File: src/slt_defines.svh
// register offsets, field positions, reset values and fixed constants of the
// serial link transmit configuration bank; assumes inclusion by bare name
`ifndef SLT_DEFINES_SVH
`define SLT_DEFINES_SVH

// wishbone geometry: byte address, one 32-bit word per register index
`define SLT_ADR_W 10
`define SLT_DAT_W 32
`define SLT_SEL_W 4
`define SLT_REG_W 16
`define SLT_IDX_W 8

// register indices (byte address is four times the index)
`define SLT_IDX_PREEMPH 8'h4d
`define SLT_IDX_PLLREG 8'h50
`define SLT_IDX_IDFORCE 8'h51
`define SLT_IDX_SCRAM 8'h52
`define SLT_IDX_KFORCE 8'h53
`define SLT_IDX_VERSUB 8'h55
`define SLT_IDX_KCTRL 8'h56
`define SLT_IDX_STATUS 8'h57

// number of software-writable words and their common reset value
`define SLT_NUM_RW 7
`define SLT_REG_RESET 16'h0000

// word slots inside the storage array
`define SLT_SLOT_PREEMPH 0
`define SLT_SLOT_PLLREG 1
`define SLT_SLOT_IDFORCE 2
`define SLT_SLOT_SCRAM 3
`define SLT_SLOT_KFORCE 4
`define SLT_SLOT_VERSUB 5
`define SLT_SLOT_KCTRL 6

// field positions
`define SLT_PREEMPH_MSB 7
`define SLT_PREEMPH_LSB 4
`define SLT_PLLBOOST_BIT 1
`define SLT_DEVID_MSB 15
`define SLT_DEVID_LSB 8
`define SLT_BANKID_MSB 4
`define SLT_BANKID_LSB 0
`define SLT_SCRAM_BIT 7
`define SLT_KVAL_MSB 4
`define SLT_KVAL_LSB 0
`define SLT_KCTRL_BIT 0
`define SLT_SUB_MSB 15
`define SLT_SUB_LSB 13
`define SLT_VER_MSB 7
`define SLT_VER_LSB 5

// status word bit positions
`define SLT_STAT_SUB_BAD 0
`define SLT_STAT_VER_BAD 1
`define SLT_STAT_K_FORCED 2
`define SLT_STAT_PREEMPH_ON 3

// pre-emphasis step of a quarter milliamp, in microamps
`define SLT_PREEMPH_STEP_UA 12'd250
// frames per multiframe used while no override is requested
`define SLT_K_DEFAULT 6'd32

`endif

File: src/slt_pkg.sv
// types shared by the serial link transmit configuration bank
// assumes slt_defines.svh is on the include path
`default_nettype none
`include "slt_defines.svh"

package slt_pkg;

  // link subclass codes
  typedef enum logic [2:0] {
    SLT_SUBCLASS_0 = 3'h0,
    SLT_SUBCLASS_1 = 3'h1,
    SLT_SUBCLASS_2 = 3'h2
  } slt_subclass_t;

  // link version codes
  typedef enum logic [2:0] {
    SLT_VERSION_A = 3'h0,
    SLT_VERSION_B = 3'h1
  } slt_version_t;

  // classic wishbone request as seen by the slave
  typedef struct packed {
    logic cyc;
    logic stb;
    logic we;
    logic [`SLT_ADR_W-1:0] adr;
    logic [`SLT_SEL_W-1:0] sel;
    logic [`SLT_DAT_W-1:0] dat;
  } slt_wb_req_t;

  // configuration handed to the transmitter and its analog drivers
  typedef struct packed {
    logic [3:0] drive_boost_level;
    logic [11:0] drive_extra_current_ua;
    logic preemphasis_on;
    logic pll_regulator_boost;
    logic [7:0] link_device_identifier;
    logic [4:0] link_bank_identifier;
    logic scrambler_on;
    logic frames_override_on;
    logic [5:0] frames_per_multiframe;
    slt_subclass_t link_subclass_select;
    logic subclass_valid;
    slt_version_t link_version_select;
    logic version_valid;
  } slt_link_cfg_t;

  // one storage word
  typedef struct packed {
    logic [`SLT_REG_W-1:0] word;
  } slt_word_state_t;

endpackage
`default_nettype wire

File: src/slt_cfg_regs.sv
// serial link transmit configuration bank behind a classic wishbone slave
// holds the software words and hands decoded settings to the transmitter
// assumes a single clock, synchronous active-high reset, 32-bit bus
// assumes the master drops cyc and stb for a cycle between transfers
//
// How it works
// extra driver current equals pre-emphasis field times a quarter milliamp.
// a zero pre-emphasis field turns pre-emphasis off entirely.
// regulator boost bit selects default or raised link PLL supply.
// upper byte of identifier word is the forced device identifier.
// low five bits of identifier word give the forced bank identifier.
// scrambler enable bit scrambles transmitted data; clear sends it plain.
// with override set, frames per multiframe is stored field plus one.
// subclass 000/001/010 map to 0/1/2; version 000/001 map A/B.
// software writes zero to reserved bits; all reset zero, read back.
//
// Register access over Wishbone was left to the implementer.
`timescale 1ns/1ps
`default_nettype none
`include "slt_defines.svh"

module slt_cfg_regs
  import slt_pkg::*;
(
  // clock and reset
  input wire logic clk_i,
  input wire logic rst_i,
  // wishbone slave
  input wire logic wb_cyc_i,
  input wire logic wb_stb_i,
  input wire logic wb_we_i,
  input wire logic [`SLT_ADR_W-1:0] wb_adr_i,
  input wire logic [`SLT_SEL_W-1:0] wb_sel_i,
  input wire logic [`SLT_DAT_W-1:0] wb_dat_i,
  output logic wb_ack_o,
  output logic [`SLT_DAT_W-1:0] wb_dat_o,
  // configuration towards the transmitter
  output slt_link_cfg_t link_cfg_o
);

  // register map; byte address is four times the index, the register sits
  // in the low 16 bits of the word and bits 31:16 read as zero
  //   0x134 pre-emphasis
  //         bits 7:4 drive boost level, a quarter milliamp per count
  //   0x140 regulator
  //         bit 1 raises the supply of the link pll
  //   0x144 identifiers
  //         bits 15:8 forced device identifier
  //         bits 4:0 forced bank identifier
  //   0x148 scrambler
  //         bit 7 scrambles the transmitted data
  //   0x14c frame length
  //         bits 4:0 frames per multiframe minus one
  //   0x154 link mode
  //         bits 15:13 subclass, bits 7:5 version
  //   0x158 frame length control
  //         bit 0 applies the frame length, else 32 frames
  //   0x15c status, read only
  //         bit 0 bad subclass, bit 1 bad version
  //         bit 2 override active, bit 3 pre-emphasis active
  // other bits of a writable word are stored and read back as written;
  // unmapped addresses are acknowledged, read zero and drop writes

  // whole module state
  // ack, staged read data and settings all sit in flops
  typedef struct packed {
    logic ack;
    logic [`SLT_DAT_W-1:0] rdat;
    slt_link_cfg_t cfg;
  } slt_top_state_t;

  slt_top_state_t st_r;
  slt_top_state_t st_nxt;

  slt_wb_req_t req;
  logic [`SLT_IDX_W-1:0] req_idx;
  logic commit_wr;
  logic [`SLT_REG_W-1:0] words [`SLT_NUM_RW];
  logic [`SLT_REG_W-1:0] status_word;
  logic [`SLT_REG_W-1:0] rd_word;
  slt_link_cfg_t cfg_calc;
  logic req_take;

  // raw fields pulled out of the stored words
  logic [3:0] fld_boost;
  logic fld_pll_boost;
  logic [7:0] fld_dev_id;
  logic [4:0] fld_link_bank_identifier;
  logic fld_scram;
  logic [4:0] fld_kval;
  logic fld_kforce;
  logic [2:0] fld_sub;
  logic [2:0] fld_ver;

  // decoded link mode with its validity flags
  slt_subclass_t sub_sel;
  logic sub_ok;
  slt_version_t ver_sel;
  logic ver_ok;

  // gather the bus inputs into one request word
  always_comb begin
    req.cyc = wb_cyc_i;
    req.stb = wb_stb_i;
    req.we = wb_we_i;
    req.adr = wb_adr_i;
    req.sel = wb_sel_i;
    req.dat = wb_dat_i;
  end

  // word index; the two byte-offset bits are ignored
  assign req_idx = req.adr[`SLT_ADR_W-1:2];

  // a request is taken where cyc and stb stand and no ack is out yet
  assign req_take = req.cyc && req.stb && !st_r.ack;

  // a write lands only at the edge where the master sees ack high;
  // committing earlier would let a master that aborts still change a word
  assign commit_wr = req.cyc && req.stb && req.we && st_r.ack;

  // index of each storage slot
  // fixed at elaboration; each slot compares against one index
  function automatic logic [`SLT_IDX_W-1:0] slot_index(input int slot);
    logic [`SLT_IDX_W-1:0] idx;
    idx = `SLT_IDX_PREEMPH;
    case (slot)
      `SLT_SLOT_PREEMPH: idx = `SLT_IDX_PREEMPH;
      `SLT_SLOT_PLLREG: idx = `SLT_IDX_PLLREG;
      `SLT_SLOT_IDFORCE: idx = `SLT_IDX_IDFORCE;
      `SLT_SLOT_SCRAM: idx = `SLT_IDX_SCRAM;
      `SLT_SLOT_KFORCE: idx = `SLT_IDX_KFORCE;
      `SLT_SLOT_VERSUB: idx = `SLT_IDX_VERSUB;
      `SLT_SLOT_KCTRL: idx = `SLT_IDX_KCTRL;
      default: idx = `SLT_IDX_PREEMPH;
    endcase
    return idx;
  endfunction

  // one storage word per writable register
  // status and unmapped indices have no slot, so writes to them drop
  generate
    for (genvar g = 0; g < `SLT_NUM_RW; g++) begin : g_word
      logic hit;
      assign hit = commit_wr && (req_idx == slot_index(g));
      slt_cfg_word u_word (
        .clk_i(clk_i),
        .rst_i(rst_i),
        .wr_en_i(hit),
        .byte_en_i(req.sel[1:0]),
        .wdata_i(req.dat[`SLT_REG_W-1:0]),
        .q_o(words[g])
      );
    end
  endgenerate

  // pull each field out of its storage word
  assign fld_boost = words[`SLT_SLOT_PREEMPH][`SLT_PREEMPH_MSB:`SLT_PREEMPH_LSB];
  assign fld_pll_boost = words[`SLT_SLOT_PLLREG][`SLT_PLLBOOST_BIT];
  assign fld_dev_id = words[`SLT_SLOT_IDFORCE][`SLT_DEVID_MSB:`SLT_DEVID_LSB];
  assign fld_link_bank_identifier = words[`SLT_SLOT_IDFORCE][`SLT_BANKID_MSB:`SLT_BANKID_LSB];
  assign fld_scram = words[`SLT_SLOT_SCRAM][`SLT_SCRAM_BIT];
  assign fld_kval = words[`SLT_SLOT_KFORCE][`SLT_KVAL_MSB:`SLT_KVAL_LSB];
  assign fld_kforce = words[`SLT_SLOT_KCTRL][`SLT_KCTRL_BIT];
  assign fld_sub = words[`SLT_SLOT_VERSUB][`SLT_SUB_MSB:`SLT_SUB_LSB];
  assign fld_ver = words[`SLT_SLOT_VERSUB][`SLT_VER_MSB:`SLT_VER_LSB];

  // subclass decode; undefined codes are flagged and passed on as subclass 0
  // so the transmitter never sees a code it cannot handle
  always_comb begin
    sub_sel = SLT_SUBCLASS_0;
    sub_ok = 1'b0;
    case (fld_sub)
      3'h0: begin
        sub_sel = SLT_SUBCLASS_0;
        sub_ok = 1'b1;
      end
      3'h1: begin
        sub_sel = SLT_SUBCLASS_1;
        sub_ok = 1'b1;
      end
      3'h2: begin
        sub_sel = SLT_SUBCLASS_2;
        sub_ok = 1'b1;
      end
      default: begin
        sub_sel = SLT_SUBCLASS_0;
        sub_ok = 1'b0;
      end
    endcase
  end

  // version decode; undefined codes are flagged and passed on as version A
  always_comb begin
    ver_sel = SLT_VERSION_A;
    ver_ok = 1'b0;
    case (fld_ver)
      3'h0: begin
        ver_sel = SLT_VERSION_A;
        ver_ok = 1'b1;
      end
      3'h1: begin
        ver_sel = SLT_VERSION_B;
        ver_ok = 1'b1;
      end
      default: begin
        ver_sel = SLT_VERSION_A;
        ver_ok = 1'b0;
      end
    endcase
  end

  // assemble the settings handed to the transmitter
  always_comb begin
    cfg_calc = '0;
    cfg_calc.drive_boost_level = fld_boost;
    // extra current in microamps, 250 per count; 15 counts still fit in 12 bits
    cfg_calc.drive_extra_current_ua = 12'({8'h00, fld_boost}) * `SLT_PREEMPH_STEP_UA;
    cfg_calc.preemphasis_on = (fld_boost != 4'h0);
    cfg_calc.pll_regulator_boost = fld_pll_boost;
    cfg_calc.link_device_identifier = fld_dev_id;
    cfg_calc.link_bank_identifier = fld_link_bank_identifier;
    cfg_calc.scrambler_on = fld_scram;
    cfg_calc.frames_override_on = fld_kforce;
    // the field holds the count minus one, so zero means a single frame;
    // without the override the bank drives the default length of 32 frames
    if (fld_kforce) begin
      cfg_calc.frames_per_multiframe = {1'b0, fld_kval} + 6'h01;
    end else begin
      cfg_calc.frames_per_multiframe = `SLT_K_DEFAULT;
    end
    cfg_calc.link_subclass_select = sub_sel;
    cfg_calc.subclass_valid = sub_ok;
    cfg_calc.link_version_select = ver_sel;
    cfg_calc.version_valid = ver_ok;
  end

  // read-only status reflecting the settings being driven
  // taken from the registered settings, so it trails a write by one edge
  always_comb begin
    status_word = '0;
    status_word[`SLT_STAT_SUB_BAD] = ~st_r.cfg.subclass_valid;
    status_word[`SLT_STAT_VER_BAD] = ~st_r.cfg.version_valid;
    status_word[`SLT_STAT_K_FORCED] = st_r.cfg.frames_override_on;
    status_word[`SLT_STAT_PREEMPH_ON] = st_r.cfg.preemphasis_on;
  end

  // read multiplexer; unmapped indices read as zero
  // the index comes from the address held through the transfer
  always_comb begin
    case (req_idx)
      `SLT_IDX_PREEMPH: rd_word = words[`SLT_SLOT_PREEMPH];
      `SLT_IDX_PLLREG: rd_word = words[`SLT_SLOT_PLLREG];
      `SLT_IDX_IDFORCE: rd_word = words[`SLT_SLOT_IDFORCE];
      `SLT_IDX_SCRAM: rd_word = words[`SLT_SLOT_SCRAM];
      `SLT_IDX_KFORCE: rd_word = words[`SLT_SLOT_KFORCE];
      `SLT_IDX_VERSUB: rd_word = words[`SLT_SLOT_VERSUB];
      `SLT_IDX_KCTRL: rd_word = words[`SLT_SLOT_KCTRL];
      `SLT_IDX_STATUS: rd_word = status_word;
      default: rd_word = '0;
    endcase
  end

  // bus handshake and output staging
  always_comb begin
    st_nxt = st_r;
    // ack rises one edge after the request and falls the edge after,
    // so a master that holds its request sees one pulse per transfer
    st_nxt.ack = req_take;
    // read data captured with the rising ack, held while ack stands and for the cycle after;
    // then the data lines rest at zero until the next capture
    if (req_take) begin
      st_nxt.rdat = {16'h0000, rd_word};
    end else if (!st_r.ack) begin
      st_nxt.rdat = '0;
    end
    // settings follow the stored words one edge later
    st_nxt.cfg = cfg_calc;
  end

  // state register; reset holds the settings cleared for as long as it stands and the
  // first edge after release loads the decoded defaults
  always_ff @(posedge clk_i) begin
    if (rst_i) begin
      st_r <= '0;
    end else begin
      st_r <= st_nxt;
    end
  end

  // outputs straight from flops
  // settings change only at edges, so the driver side sees no glitches
  assign wb_ack_o = st_r.ack;
  assign wb_dat_o = st_r.rdat;
  assign link_cfg_o = st_r.cfg;

endmodule
`default_nettype wire

File: src/slt_cfg_word.sv
// one 16-bit software configuration word with two byte lanes
// assumes the caller commits writes only at the acknowledging edge
`timescale 1ns/1ps
`default_nettype none
`include "slt_defines.svh"

module slt_cfg_word
  import slt_pkg::*;
(
  // clock and reset
  input wire logic clk_i,
  input wire logic rst_i,
  // write port
  input wire logic wr_en_i,
  input wire logic [1:0] byte_en_i,
  input wire logic [`SLT_REG_W-1:0] wdata_i,
  // stored value
  output logic [`SLT_REG_W-1:0] q_o
);

  slt_word_state_t st_r;
  slt_word_state_t st_nxt;

  // every bit, reserved ones too, keeps what was last written
  always_comb begin
    st_nxt = st_r;
    if (wr_en_i && byte_en_i[0]) begin
      st_nxt.word[7:0] = wdata_i[7:0];
    end
    if (wr_en_i && byte_en_i[1]) begin
      st_nxt.word[15:8] = wdata_i[15:8];
    end
  end

  // state register, cleared by reset
  always_ff @(posedge clk_i) begin
    if (rst_i) begin
      st_r <= '{word: `SLT_REG_RESET};
    end else begin
      st_r <= st_nxt;
    end
  end

  assign q_o = st_r.word;

endmodule
`default_nettype wire

File: config.mk
export PLATFORM = sky130hd
export DESIGN_NAME = slt_cfg_regs
export DESIGN_NICKNAME = d
export VERILOG_FILES = /design/src/slt_pkg.sv /design/src/slt_cfg_regs.sv /design/src/slt_cfg_word.sv
export VERILOG_INCLUDE_DIRS = /design/src
export SDC_FILE = /design/constraint.sdc
export NUM_CORES = 1
export LEC_CHECK = 0
export ABC_AREA = 0
export BUFFER_PORTS_ARGS = -buffer_cell sky130_fd_sc_hd__buf_2
export CORE_MARGIN = 3
export CORE_UTILIZATION = 60
export CTS_CLUSTER_DIAMETER = 100
export CTS_CLUSTER_SIZE = 8
export DETAILED_ROUTE_END_ITERATION = 6
export PLACE_DENSITY = 0.91
export SLEW_MARGIN = 5
export SYNTH_ARGS = -nofsm -noshare
export SYNTH_HDL_FRONTEND = slang
export SYNTH_SLANG_ARGS = --single-unit
File: constraint.sdc
create_clock -name clk_i -period 5.29 [get_ports clk_i]
set_input_delay 0.2645 -clock clk_i [delete_from_list [all_inputs] [get_ports clk_i]]
set_output_delay 0.2645 -clock clk_i [all_outputs]
set_load 0.02 [all_outputs]
; ---- Word-level counts from Yosys, hierarchy flattened
; Index checks and enable logic that the tools add are counted.
[word_totals]
reg_bits = 176
out_inout_bits = 80
wordCells = 88
[classes]
add_sub_neg = 1
n_mul = 1
n_eq_ne = 12
muxes = 8
bitwise_logic = 3
reduce_logical = 32
[op_table]
columns = cell, count
row1 = one-hot mux 16 bit (8 select lines), 1
row2 = "== test 8 x 7 -> 1 bit, second input constant", 8
row3 = two-way mux 16 bit, 2
row4 = logical AND 1 bit, 25
row5 = "multiplier 4 x 7 -> 11 bit, second input constant", 1
row6 = "adder 5 x 1 -> 6 bit, second input constant", 1
row7 = "== test 3 x 1 -> 1 bit, second input constant", 2
row8 = zero test 3 bit, 2
row9 = two-way mux 6 bit, 1
row10 = one-hot mux 2 bit (2 select lines), 1
row11 = nonzero test 4 bit, 1
row12 = OR reduction 2 bit, 2
row13 = "== test 3 x 2 -> 1 bit, second input constant", 1
row14 = two-way mux 1 bit, 3
row15 = NOT 1 bit, 3
row16 = OR reduction 3 bit, 1
row17 = "inequality test 2 x 1 -> 1 bit, second input constant", 1
row18 = zero test 1 bit, 1

; ---- Depth between registers and ports, before layout
; Gate-level depths: netlist (run 1).
[logic_depth]
depth_word = 5
depth_mapped = 10
ltp_nobuf = 10

; ---- Cells and area by module
; From an unflattened synthesis (run 1), not the netlist that was laid out.
[hier_totals]
cells_unflattened = 904
hier_area_um2 = 8907.3
[modules_own_cells]
columns = module, instances, cells_per_inst, area_per_inst_um2, seq_area_each_um2
row1 = slt_cfg_word, 7, 73, 740.7, 320.3
row2 = slt_cfg_regs, 1, 393, 3722.3, 1161.1

; ---- Worst setup path before layout (run 1)
; Ideal clock, no wire load.
[synth_timing]
path_type = flip-flop to flip-flop
from = register g_word[0].u_word.st_r (netlist bit g_word[0].u_word.q_o[5])
to = register st_r (netlist bit link_cfg_o[41])
setup_ps = 136
t_arrival_ps = 2510
path_slack_ps = 2644
stages_incl_launch_ff = 11
synth_period_minus_slack_ps = 2646
path_cell_list = dfxtp_1 > fa_1 > inv_1 > fa_1 > inv_1 > ha_1 > a21o_1 > a21oi_1 > nor2_1 > nand3_1 > o211ai_1
[synth_between]
elab_chain_cells = 1
[synth_lines]
columns = item, line
row1 = from (decl), slt_cfg_word.sv:21  ; slt_word_state_t st_r;
row2 = from (signal assigned), slt_cfg_word.sv:38  ; st_r <= '{word: `SLT_REG_RESET};
row3 = from (signal assigned), slt_cfg_word.sv:40  ; st_r <= st_nxt;
row4 = multiplier 4 x 7 -> 11 bit (no source line), --
row5 = to (signal assigned), slt_cfg_regs.sv:286  ; st_r <= st_nxt;
row6 = to (decl), slt_cfg_regs.sv:72  ; slt_top_state_t st_r;
; Every way passes these cells.
; A chain may end at the register's enable or synchronous reset.

; ---- Worst setup path after layout (run 1)
[layout_timing]
from = register g_word[0].u_word.st_r (netlist bit g_word[0].u_word.q_o[6])
to = register st_r (netlist bit link_cfg_o[42])
; Same word-level chain as after synthesis.

==> results.yml, run 1 <==
layout:
  drive_gt1_share_pct: 20.6
  fillers: 826
  area_growth_syn_to_layout_pct: 14.2
  diodes: 0
  final_common_cell: "dfxtp_1"
  nets: 880
  final_area_sq_um: 8600
  layout_common_cells: "170 x dfxtp_1, 133 x nor2_1, 116 x mux2i_1"
timing:
  layout_min_cycle_time_ns: 2.87
  setup_viol_count_final: 0
  layout_setup_ws_ns: 2.42
  slew_headroom_pct: 14.7
  worstMarginPinSlew_ns: 1.27
  fmax_mhz: 348
  finalClockSkew_ns: 0.00915
  timing.final.crit_share_pct: 54.3
  grt_setup_unrepaired: "false"
  drv_slew: 0
  finalHoldViolCount: 0
  fin_tns_setup_ns: 0
  holdWs_ns: 0.178
floorplanning:
  core.rowCount: 40
  core_sq_um: 12200
  die_area_sq_um: 13900
  initial_utilization_pct: 61.9
  die_h_um: 118
  io_pins: 131
  die_w_um: 118
global_route:
  grt_max_degree: 99
  grt_pass1_wl_um: 30300
  antenna_found_initial: 0
  grt_usage_pct: 27.2
  grt_pass1_vias: 5973
  grt_overflow: 0
synthesis:
  syn_area_per_cell_sq_um: 10.2
  syn_inst: 735
  netlist_area_sq_um: 7530
  async_flop_share_pct: 0
  synth_edf_count: 0
  synth_seq_area_share_pct: 45.2
  ys_ff_latch: 170
  synth_warnings: 0
  synth_flop_cell: "dfxtp_1"
  yosysUniqueCellTypes: 55
cts:
  clk_latency_ns: 0.43
  cts_max_level: 4
  clk_pin_slew_ns: 0.07
  cts_tree: "built"
  cts_setup_buffers: 0
  clock_path_buffers: 2
  hold_buffers: 0
  cts-root-buf: "clkbuf_16"
  clock-sinks: 170
  cts_resized: 0
  numCtsBuffers: 17
drt:
  finalWirelength_um: 18800
  vias_per_cell: 5.90
  detail-route-antenna-nets: 0
  dr.pass1.iters: 6
  wl_per_cell_um: 19.1
  vias: 5827
  first_iter_violations: 622
  drcViolationCount: 0
place:
  place_congestion: 0.851
  post-place-ws_ns: 2.44
  numPortBuffers: 90
  dp_hpwl_um: 11400
  place_area_sq_um: 7950
power:
  p_clk_share_pct: 49.4
  p_leak_nw: 3.54
  power.share.sequential_pct: 46.7
  power_frac_comb_pct: 3.9
  internal_power_mw: 2.16
  switchingPower_uw: 590
  power_switching_share_pct: 21.5
  ir_drop_uv: 236
  power.density_nw_per_um2: 319
flow_run:
  cap_violations: 0
setup_path:
  start_kind: "register"
  crit_required_ns: 5.58
  crit_fanout: 8
  crit_type: "reg -> reg"
  worstSetupEndpointType: "register"
  critPathArrivalTime_ns: 3.17
status:
  status: "finished, final reports clean"
min_path:
  min_path_type: "in -> reg"
kinds of logic (layout without fill, tap and decap cells):
group / count (synthesis) / count (layout) / share of synthesized area, %
other: 1 / 20 / 0.0498
adders and majority gates: 23 / 23 / 4.52
and+or+nand+nor: 228 / 228 / 16.9
DFF: 170 / 170 / 45.2
xor gates and xnor gates: 8 / 8 / 0.930
AOI/OAI and AO/OA: 96 / 96 / 8.71
buffers and inverters: 75 / 140 / 5.30
muxes: 134 / 134 / 18.4
per-stage QoR:
stage	power (mW)	utilization, %	cells
after floorplan	1.39	-	754
after global placement	1.41	65.4	955
after detailed placement	1.41	65.4	955
after CTS	2.75	70.7	987
after global routing	2.81	70.7	987
final	2.75	70.7	987
area by class of cell:
class                      instances  area [sq um]  share of cell area, %
tap                              168           210                   2.45
sequential                       170          3400                   39.6
clock inverter                    11           194                   2.26
timing repair buffer              95           490                   5.71
multi-input combinational        509          3800                   44.2
inverter                          13          48.8                  0.568
clock buffer                      21           450                   5.24
cell usage after synthesis (5+ instances only):
cell type	number	area share (%)
buf_4	24	2.4
a21oi_1	15	1.0
o22ai_1	9	0.75
a221oi_1	12	1.4
mux2i_1	116	15
or2_2	5	0.42
nor2b_1	24	2.0
inv_1	13	0.65
nor2_1	133	6.6
ha_1	16	2.7
buf_2	10	0.66
fa_1	7	1.9
clkbuf_1	24	1.2
dfxtp_1	170	45
nor3_4	10	2.2
nand3_1	6	0.40
xnor2_1	5	0.58
o211ai_1	5	0.50
mux2_2	16	2.4
o21ai_0	12	0.80
nand2_1	18	0.90
a22oi_1	23	2.3
worst max-delay path, cell delays in order, from the launching register on:
cell      delay (ns)
dfxtp_1         0.43
fa_1            0.66
inv_1           0.08
fa_1            0.50
inv_1           0.04
ha_1            0.33
nand3_1         0.09
o211ai_1        0.24
o22ai_1         0.14
xor2_1          0.16
nor2_1          0.06
path summary, 6_finish.rpt:
kind | startpoint | endpoint | slack [ns] | depth (start not counted)
worst min register to register | wb_dat_o[10] | wb_dat_o[10] | 0.44 | 2
worst max register to register | g_word[0].u_word.q_o[6] | link_cfg_o[42] | 2.42 | 10
worst min-delay path | wb_cyc_i | wb_ack_o | 0.18 | 2
worst max-delay path | g_word[0].u_word.q_o[6] | link_cfg_o[42] | 2.42 | 10
sequential cells by signal (all words and copies together) (netlist names):
signal,cells
g_word.u_word.q_o,112
link_cfg_o,41
wb_ack_o,1
wb_dat_o,16
metal layers:
metal	vias to the layer above	routed length [um]	share of wire (%)	GRT usage, %
met2	322	8890	47	43.8
met3	68	1920	10	8.41
met1	2779	7440	39	33.1
li1	2658	-	-	-
met5	-	0	0	0
met4	0	589	3.1	13.6
power by group through the flow:
stage	logic (mW)	clock network (mW)	registers [mW]
5_1_grt	0.113	1.41	1.28
6_report	0.107	1.36	1.28
3_5_place_dp	0.103	0	1.31
3_3_place_gp	0.102	0	1.31
2_1_floorplan	0.0755	0	1.31
4_1_cts	0.104	1.36	1.28
No activity file was read; power rests on OpenSTA's default activity.
==> run 2, diff against run 1 <==
CORE_UTILIZATION = 56   (was 60)
PLACE_DENSITY = 0.86   (was 0.91)
clock period = 2.9 ns   (was 5.29 ns; I/O delays follow)
==> run 2 against run 1 <==
  * Utilization down 3.4 points
  * Sequential power up 83%
  * Total power grew 78%
  * Critical path depth fell by 1
  * Flip-flop and latch count is the same
  * Critical path type unchanged
  * Largest power group unchanged
  * Highest routed layer unchanged
==> results.yml, run 2 (synthesis results as in run 1) <==
cts:
  clock_path_buffers: 2
  cts-root-buf: "clkbuf_16"
  cts_tree: "built"
  hold_buffers: 0
  numCtsBuffers: 17
  cts_resized: 0
  cts_setup_buffers: 0
  cts_max_level: 4
  clk_pin_slew_ns: 0.06
  clk_latency_ns: 0.43
  clock-sinks: 170
power:
  p_clk_share_pct: 48.0
  total_power_mw: 4.89
  ir_drop_uv: 381
  p_leak_nw: 3.60
  power.density_nw_per_um2: 564
  switchingPower_mw: 1.04
  power_switching_share_pct: 21.3
  power_frac_comb_pct: 4.1
  internal_power_mw: 3.84
  power.share.sequential_pct: 47.9
place:
  numPortBuffers: 90
  dp_hpwl_um: 11800
  dp.cells: 972
  place_congestion: 0.859
  post-place-ws_ns: 0.244
drt:
  first_iter_violations: 515
  detail-route-antenna-nets: 0
  drcViolationCount: 0
  vias_per_cell: 5.69
  vias: 5707
  finalWirelength_um: 17700
  dr.pass1.iters: 6
  wl_per_cell_um: 17.6
timing:
  worstMarginPinSlew_ns: 0.846
  setup_viol_count_final: 0
  drv_slew: 0
  finalHoldViolCount: 0
  fmax_mhz: 377
  layout_setup_ws_ns: 0.247
  slew_headroom_pct: 43.2
  fin_tns_setup_ns: 0
  timing.final.crit_share_pct: 91.5
  grt_setup_unrepaired: "false"
  finalClockSkew_ns: 0.00710
  layout_min_cycle_time_ns: 2.65
status:
  status: "finished, final reports clean"
setup_path:
  crit_required_ns: 3.22
  r2r-start: "g_word[0].u_word.q_o[6]"
  critPathArrivalTime_ns: 2.97
  crit_type: "reg -> reg"
  start_kind: "register"
  crit_fanout: 5
  worstSetupEndpointType: "register"
  cp-startpoint: "g_word[0].u_word.q_o[6]"
layout:
  final_common_cell: "dfxtp_1"
  layout_common_cells: "170 x dfxtp_1, 133 x nor2_1, 116 x mux2i_1"
  multi_input_area_sq_um: 3800
  fillers: 984
  largest_reg_flops: 112
  area_growth_syn_to_layout_pct: 15.1
  final_cell_count_no_fill: 1003
  fin_util_pct: 67.3
  drive_gt1_share_pct: 21.9
  diodes: 0
  nets: 893
  seq_area_sq_um: 3400
floorplanning:
  die_area_sq_um: 14900
  io_pins: 131
  die_h_um: 122
  initial_utilization_pct: 58.5
  core.rowCount: 41
  core_sq_um: 12900
  die_w_um: 122
global_route:
  grt_pass1_vias: 5467
  busiest_layer: "met2"
  grt_overflow: 0
  antenna_found_initial: 0
  grt_usage_pct: 24.6
  use_met2_pct: 38.2
  grtUsageMet1_pct: 32.3
  grt_util_met3_pct: 7.29
  grt_pass1_wl_um: 28400
  grt_max_degree: 57
min_path:
  min_path_type: "in -> reg"
  min_from: "wb_cyc_i"
flow_run:
  cap_violations: 0
## run 2: cell types whose count changed in the layout (fill, tap and decap cells not counted)
cell / delta
buf_4: +13
bufinv_16: -2
clkbuf_1: -1
clkbuf_8: +4
clkinv_2: +1
clkinv_4: -3
## run 2: cell type report
| cell class | count | share of cell area [%] |
|---|---|---|
| Sequential cell | 170 | 39.3 |
| Multi-Input combinational cell | 509 | 43.8 |
| Clock buffer | 24 | 5.79 |
| Tap cell | 172 | 2.48 |
| Inverter | 13 | 0.563 |
| Clock inverter | 7 | 1.30 |
| Timing Repair Buffer | 108 | 6.78 |
## run 2: path summary, 6_finish.rpt
check / to / depth (start not counted) / slack, ns
worst max register to register: link_cfg_o[42] / 9 / 0.25
worst min register to register: wb_dat_o[10] / 2 / 0.44
worst min-delay path: wb_ack_o / 2 / 0.05
worst max-delay path: link_cfg_o[42] / 9 / 0.25
## run 2: per-stage QoR
step	hold slack [ns]	area, sq um
finish	0.0475	8670
global route	0.0400	8670
CTS	0.0395	8670
detailed placement	0.441	8060
global placement	0.431	8060
floorplan	0.289	7600
## run 2: power groups by stage
stage	combinational [mW]	clock (mW)	sequential (mW)
floorplan	0.138	0	2.39
global placement	0.194	0	2.39
detailed placement	0.195	0	2.39
CTS	0.196	2.36	2.34
global route	0.213	2.45	2.34
finish	0.201	2.35	2.34
## run 2: critical path, stage by stage, from the launching register on
cell and delay, ns:
dfxtp_1 0.45, fa_1 0.48, buf_4 0.17, fa_1 0.43, ha_1 0.36, nand3_1 0.08
o211ai_1 0.22, o22ai_1 0.14, xor2_1 0.16, nor2_1 0.05
## run 2: routing by layer
metal	part of all wire (%)	vias up
met5	0	-
met4	2.4	0
met3	9.0	40
met2	46	248
met1	42	2733
li1	-	2686
==> run 3, diff against run 2 <==
CORE_MARGIN = 2   (was 3)
PLACE_DENSITY = 0.8   (was 0.86)
==> run 3 against run 2 <==
  * Cell count barely moved
  * Flip-flop and latch count did not move
  * Die area fell by 3.3%
  * Utilization fell by 1.7 points
  * First-iteration DRC count fell by 13%
  * Critical path depth rose by 1
  * Wire length fell by 1.8%
  * Critical endpoint unchanged
  * Largest power group unchanged
  * Highest routed layer unchanged
==> results.yml, run 3 (synthesis results as in run 1) <==
layout:
  drive_gt1_share_pct: 22.0
  final_common_cell: "dfxtp_1"
  final_cell_count_no_fill: 1004
  fillers: 1024
  diodes: 0
  nets: 889
  final_area_sq_um: 8650
  largest_reg_flops: 112
  area_growth_syn_to_layout_pct: 14.9
  layout_common_cells: "169 x dfxtp_1, 133 x nor2_1, 116 x mux2i_1"
cts:
  cts_tree: "built"
  clock_path_buffers: 2
  hold_buffers: 0
  clk_pin_slew_ns: 0.06
  numCtsBuffers: 17
  cts_max_level: 4
  clk_latency_ns: 0.43
  cts-root-buf: "clkbuf_16"
  clock-sinks: 170
setup_path:
  slowest_stage: "fa_1"
  start_kind: "register"
  critPathArrivalTime_ns: 3.04
  crit_required_ns: 3.20
  cpPeakStageDelay_ns: 0.55
  cp_cell_sequence: "fa_1, inv_1, fa_1, inv_1, ha_1, nand3_1, o211ai_1, o22ai_1, xor2_1, nor2_1"
  ff2ff_setup_slack_ns: 0.15
  crit_type: "reg -> reg"
  r2r.worst_path.cells: 10
  cp-startpoint: "g_word[0].u_word.q_o[6]"
  worstSetupEndpointType: "register"
  r2r-start: "g_word[0].u_word.q_o[6]"
  crit_fanout: 8
  worstReg2RegEnd: "link_cfg_o[42]"
timing:
  finalHoldViolCount: 0
  setup_viol_count_final: 0
  layout_min_cycle_time_ns: 2.75
  timing.final.crit_share_pct: 94.8
  fin_tns_setup_ns: 0
  drv_slew: 0
  grt_setup_unrepaired: "false"
  slew_headroom_pct: 44.9
  fmax_mhz: 364
  finalClockSkew_ns: 0.00585
  worstMarginPinSlew_ns: 0.826
  holdWs_ns: 0.0468
global_route:
  grt_overflow: 0
  grt_pass1_vias: 5603
  grt_util_met3_pct: 5.94
  use_met2_pct: 41.0
  grt_max_degree: 68
  antenna_found_initial: 0
  grtUsageMet1_pct: 32.7
  grt_pass1_wl_um: 28400
  grt_usage_pct: 25.2
  busiest_layer: "met2"
flow_run:
  cap_violations: 0
place:
  dp_hpwl_um: 11800
  dp.cells: 972
  numPortBuffers: 90
  place_congestion: 0.838
  place_area_sq_um: 8030
drt:
  vias: 5584
  dr.pass1.iters: 5
  drcViolationCount: 0
  finalWirelength_um: 17400
  vias_per_cell: 5.56
  wl_per_cell_um: 17.3
  detail-route-antenna-nets: 0
  first_iter_violations: 448
power:
  power.density_nw_per_um2: 568
  total_power_mw: 4.92
  ir_drop_uv: 339
  p_leak_nw: 3.58
floorplanning:
  io_pins: 131
  core.rowCount: 42
  core_sq_um: 13200
  die_w_um: 120
  die_h_um: 120
  die_area_sq_um: 14400
  initial_utilization_pct: 57.1
min_path:
  hold_depth: 3
  min_path_type: "in -> reg"
  holdPathEnd: "g_word[0].u_word.q_o[6]"
  min_from: "wb_dat_i[6]"
status:
  status: "finished, final reports clean"
-- run 3: per-stage QoR --
| stage | setup WS, ns | utilization, % |
|---|---|---|
| after CTS | 0.0746 | 65.6 |
| after global placement | 0.170 | 60.9 |
| after floorplan | 0.254 | - |
| final | 0.151 | 65.6 |
| after global routing | 0.0317 | 65.6 |
| after detailed placement | 0.104 | 60.9 |
-- run 3: area by class of cell --
type                            instances  area, sq um  share of cell area [%]
Sequential cell                       170         3400                    39.3
Clock buffer                           17          425                    4.92
Tap cell                              176          220                    2.54
Inverter                               13         48.8                   0.564
Timing Repair Buffer                  104          558                    6.45
Clock inverter                         15          198                    2.28
Multi-Input combinational cell        509         3800                    43.9
-- run 3: what timing repair did --
item	4_1_cts	5_1_grt
gates resized for setup	0	1
setup buffers	0	0
endpoints found under the setup margin	0	3
-- run 3: where the power goes --
group | internal (mW) | switching (mW)
clock network | 1.44 | 0.942
logic | 0.0448 | 0.150
registers | 2.34 | 0.00196
-- run 3: how the worst max path moves through the flow --
stage,end,cells after the start
final,link_cfg_o[42],10
after global routing,link_cfg_o[42],10
after CTS,link_cfg_o[42],9
after detailed placement,link_cfg_o[42],9
after global placement,link_cfg_o[42],9
after floorplan,link_cfg_o[41],10
-- run 3: routing by layer --
metal  vias to the layer above  wire length, um
li1                       2682                -
met1                      2668             7690
met2                       202             8160
met3                        32             1190
met4                         0              328
met5                         -                0
-- run 3: worst max-delay path: cells and delay by family (launching register included) --
family | cells | cell delay, ns
buf+inv | 2 | 0.12
fa+ha+maj | 3 | 1.40
flops | 1 | 0.38
simple gates | 2 | 0.14
xor+xnor | 1 | 0.14
compound gates | 2 | 0.43
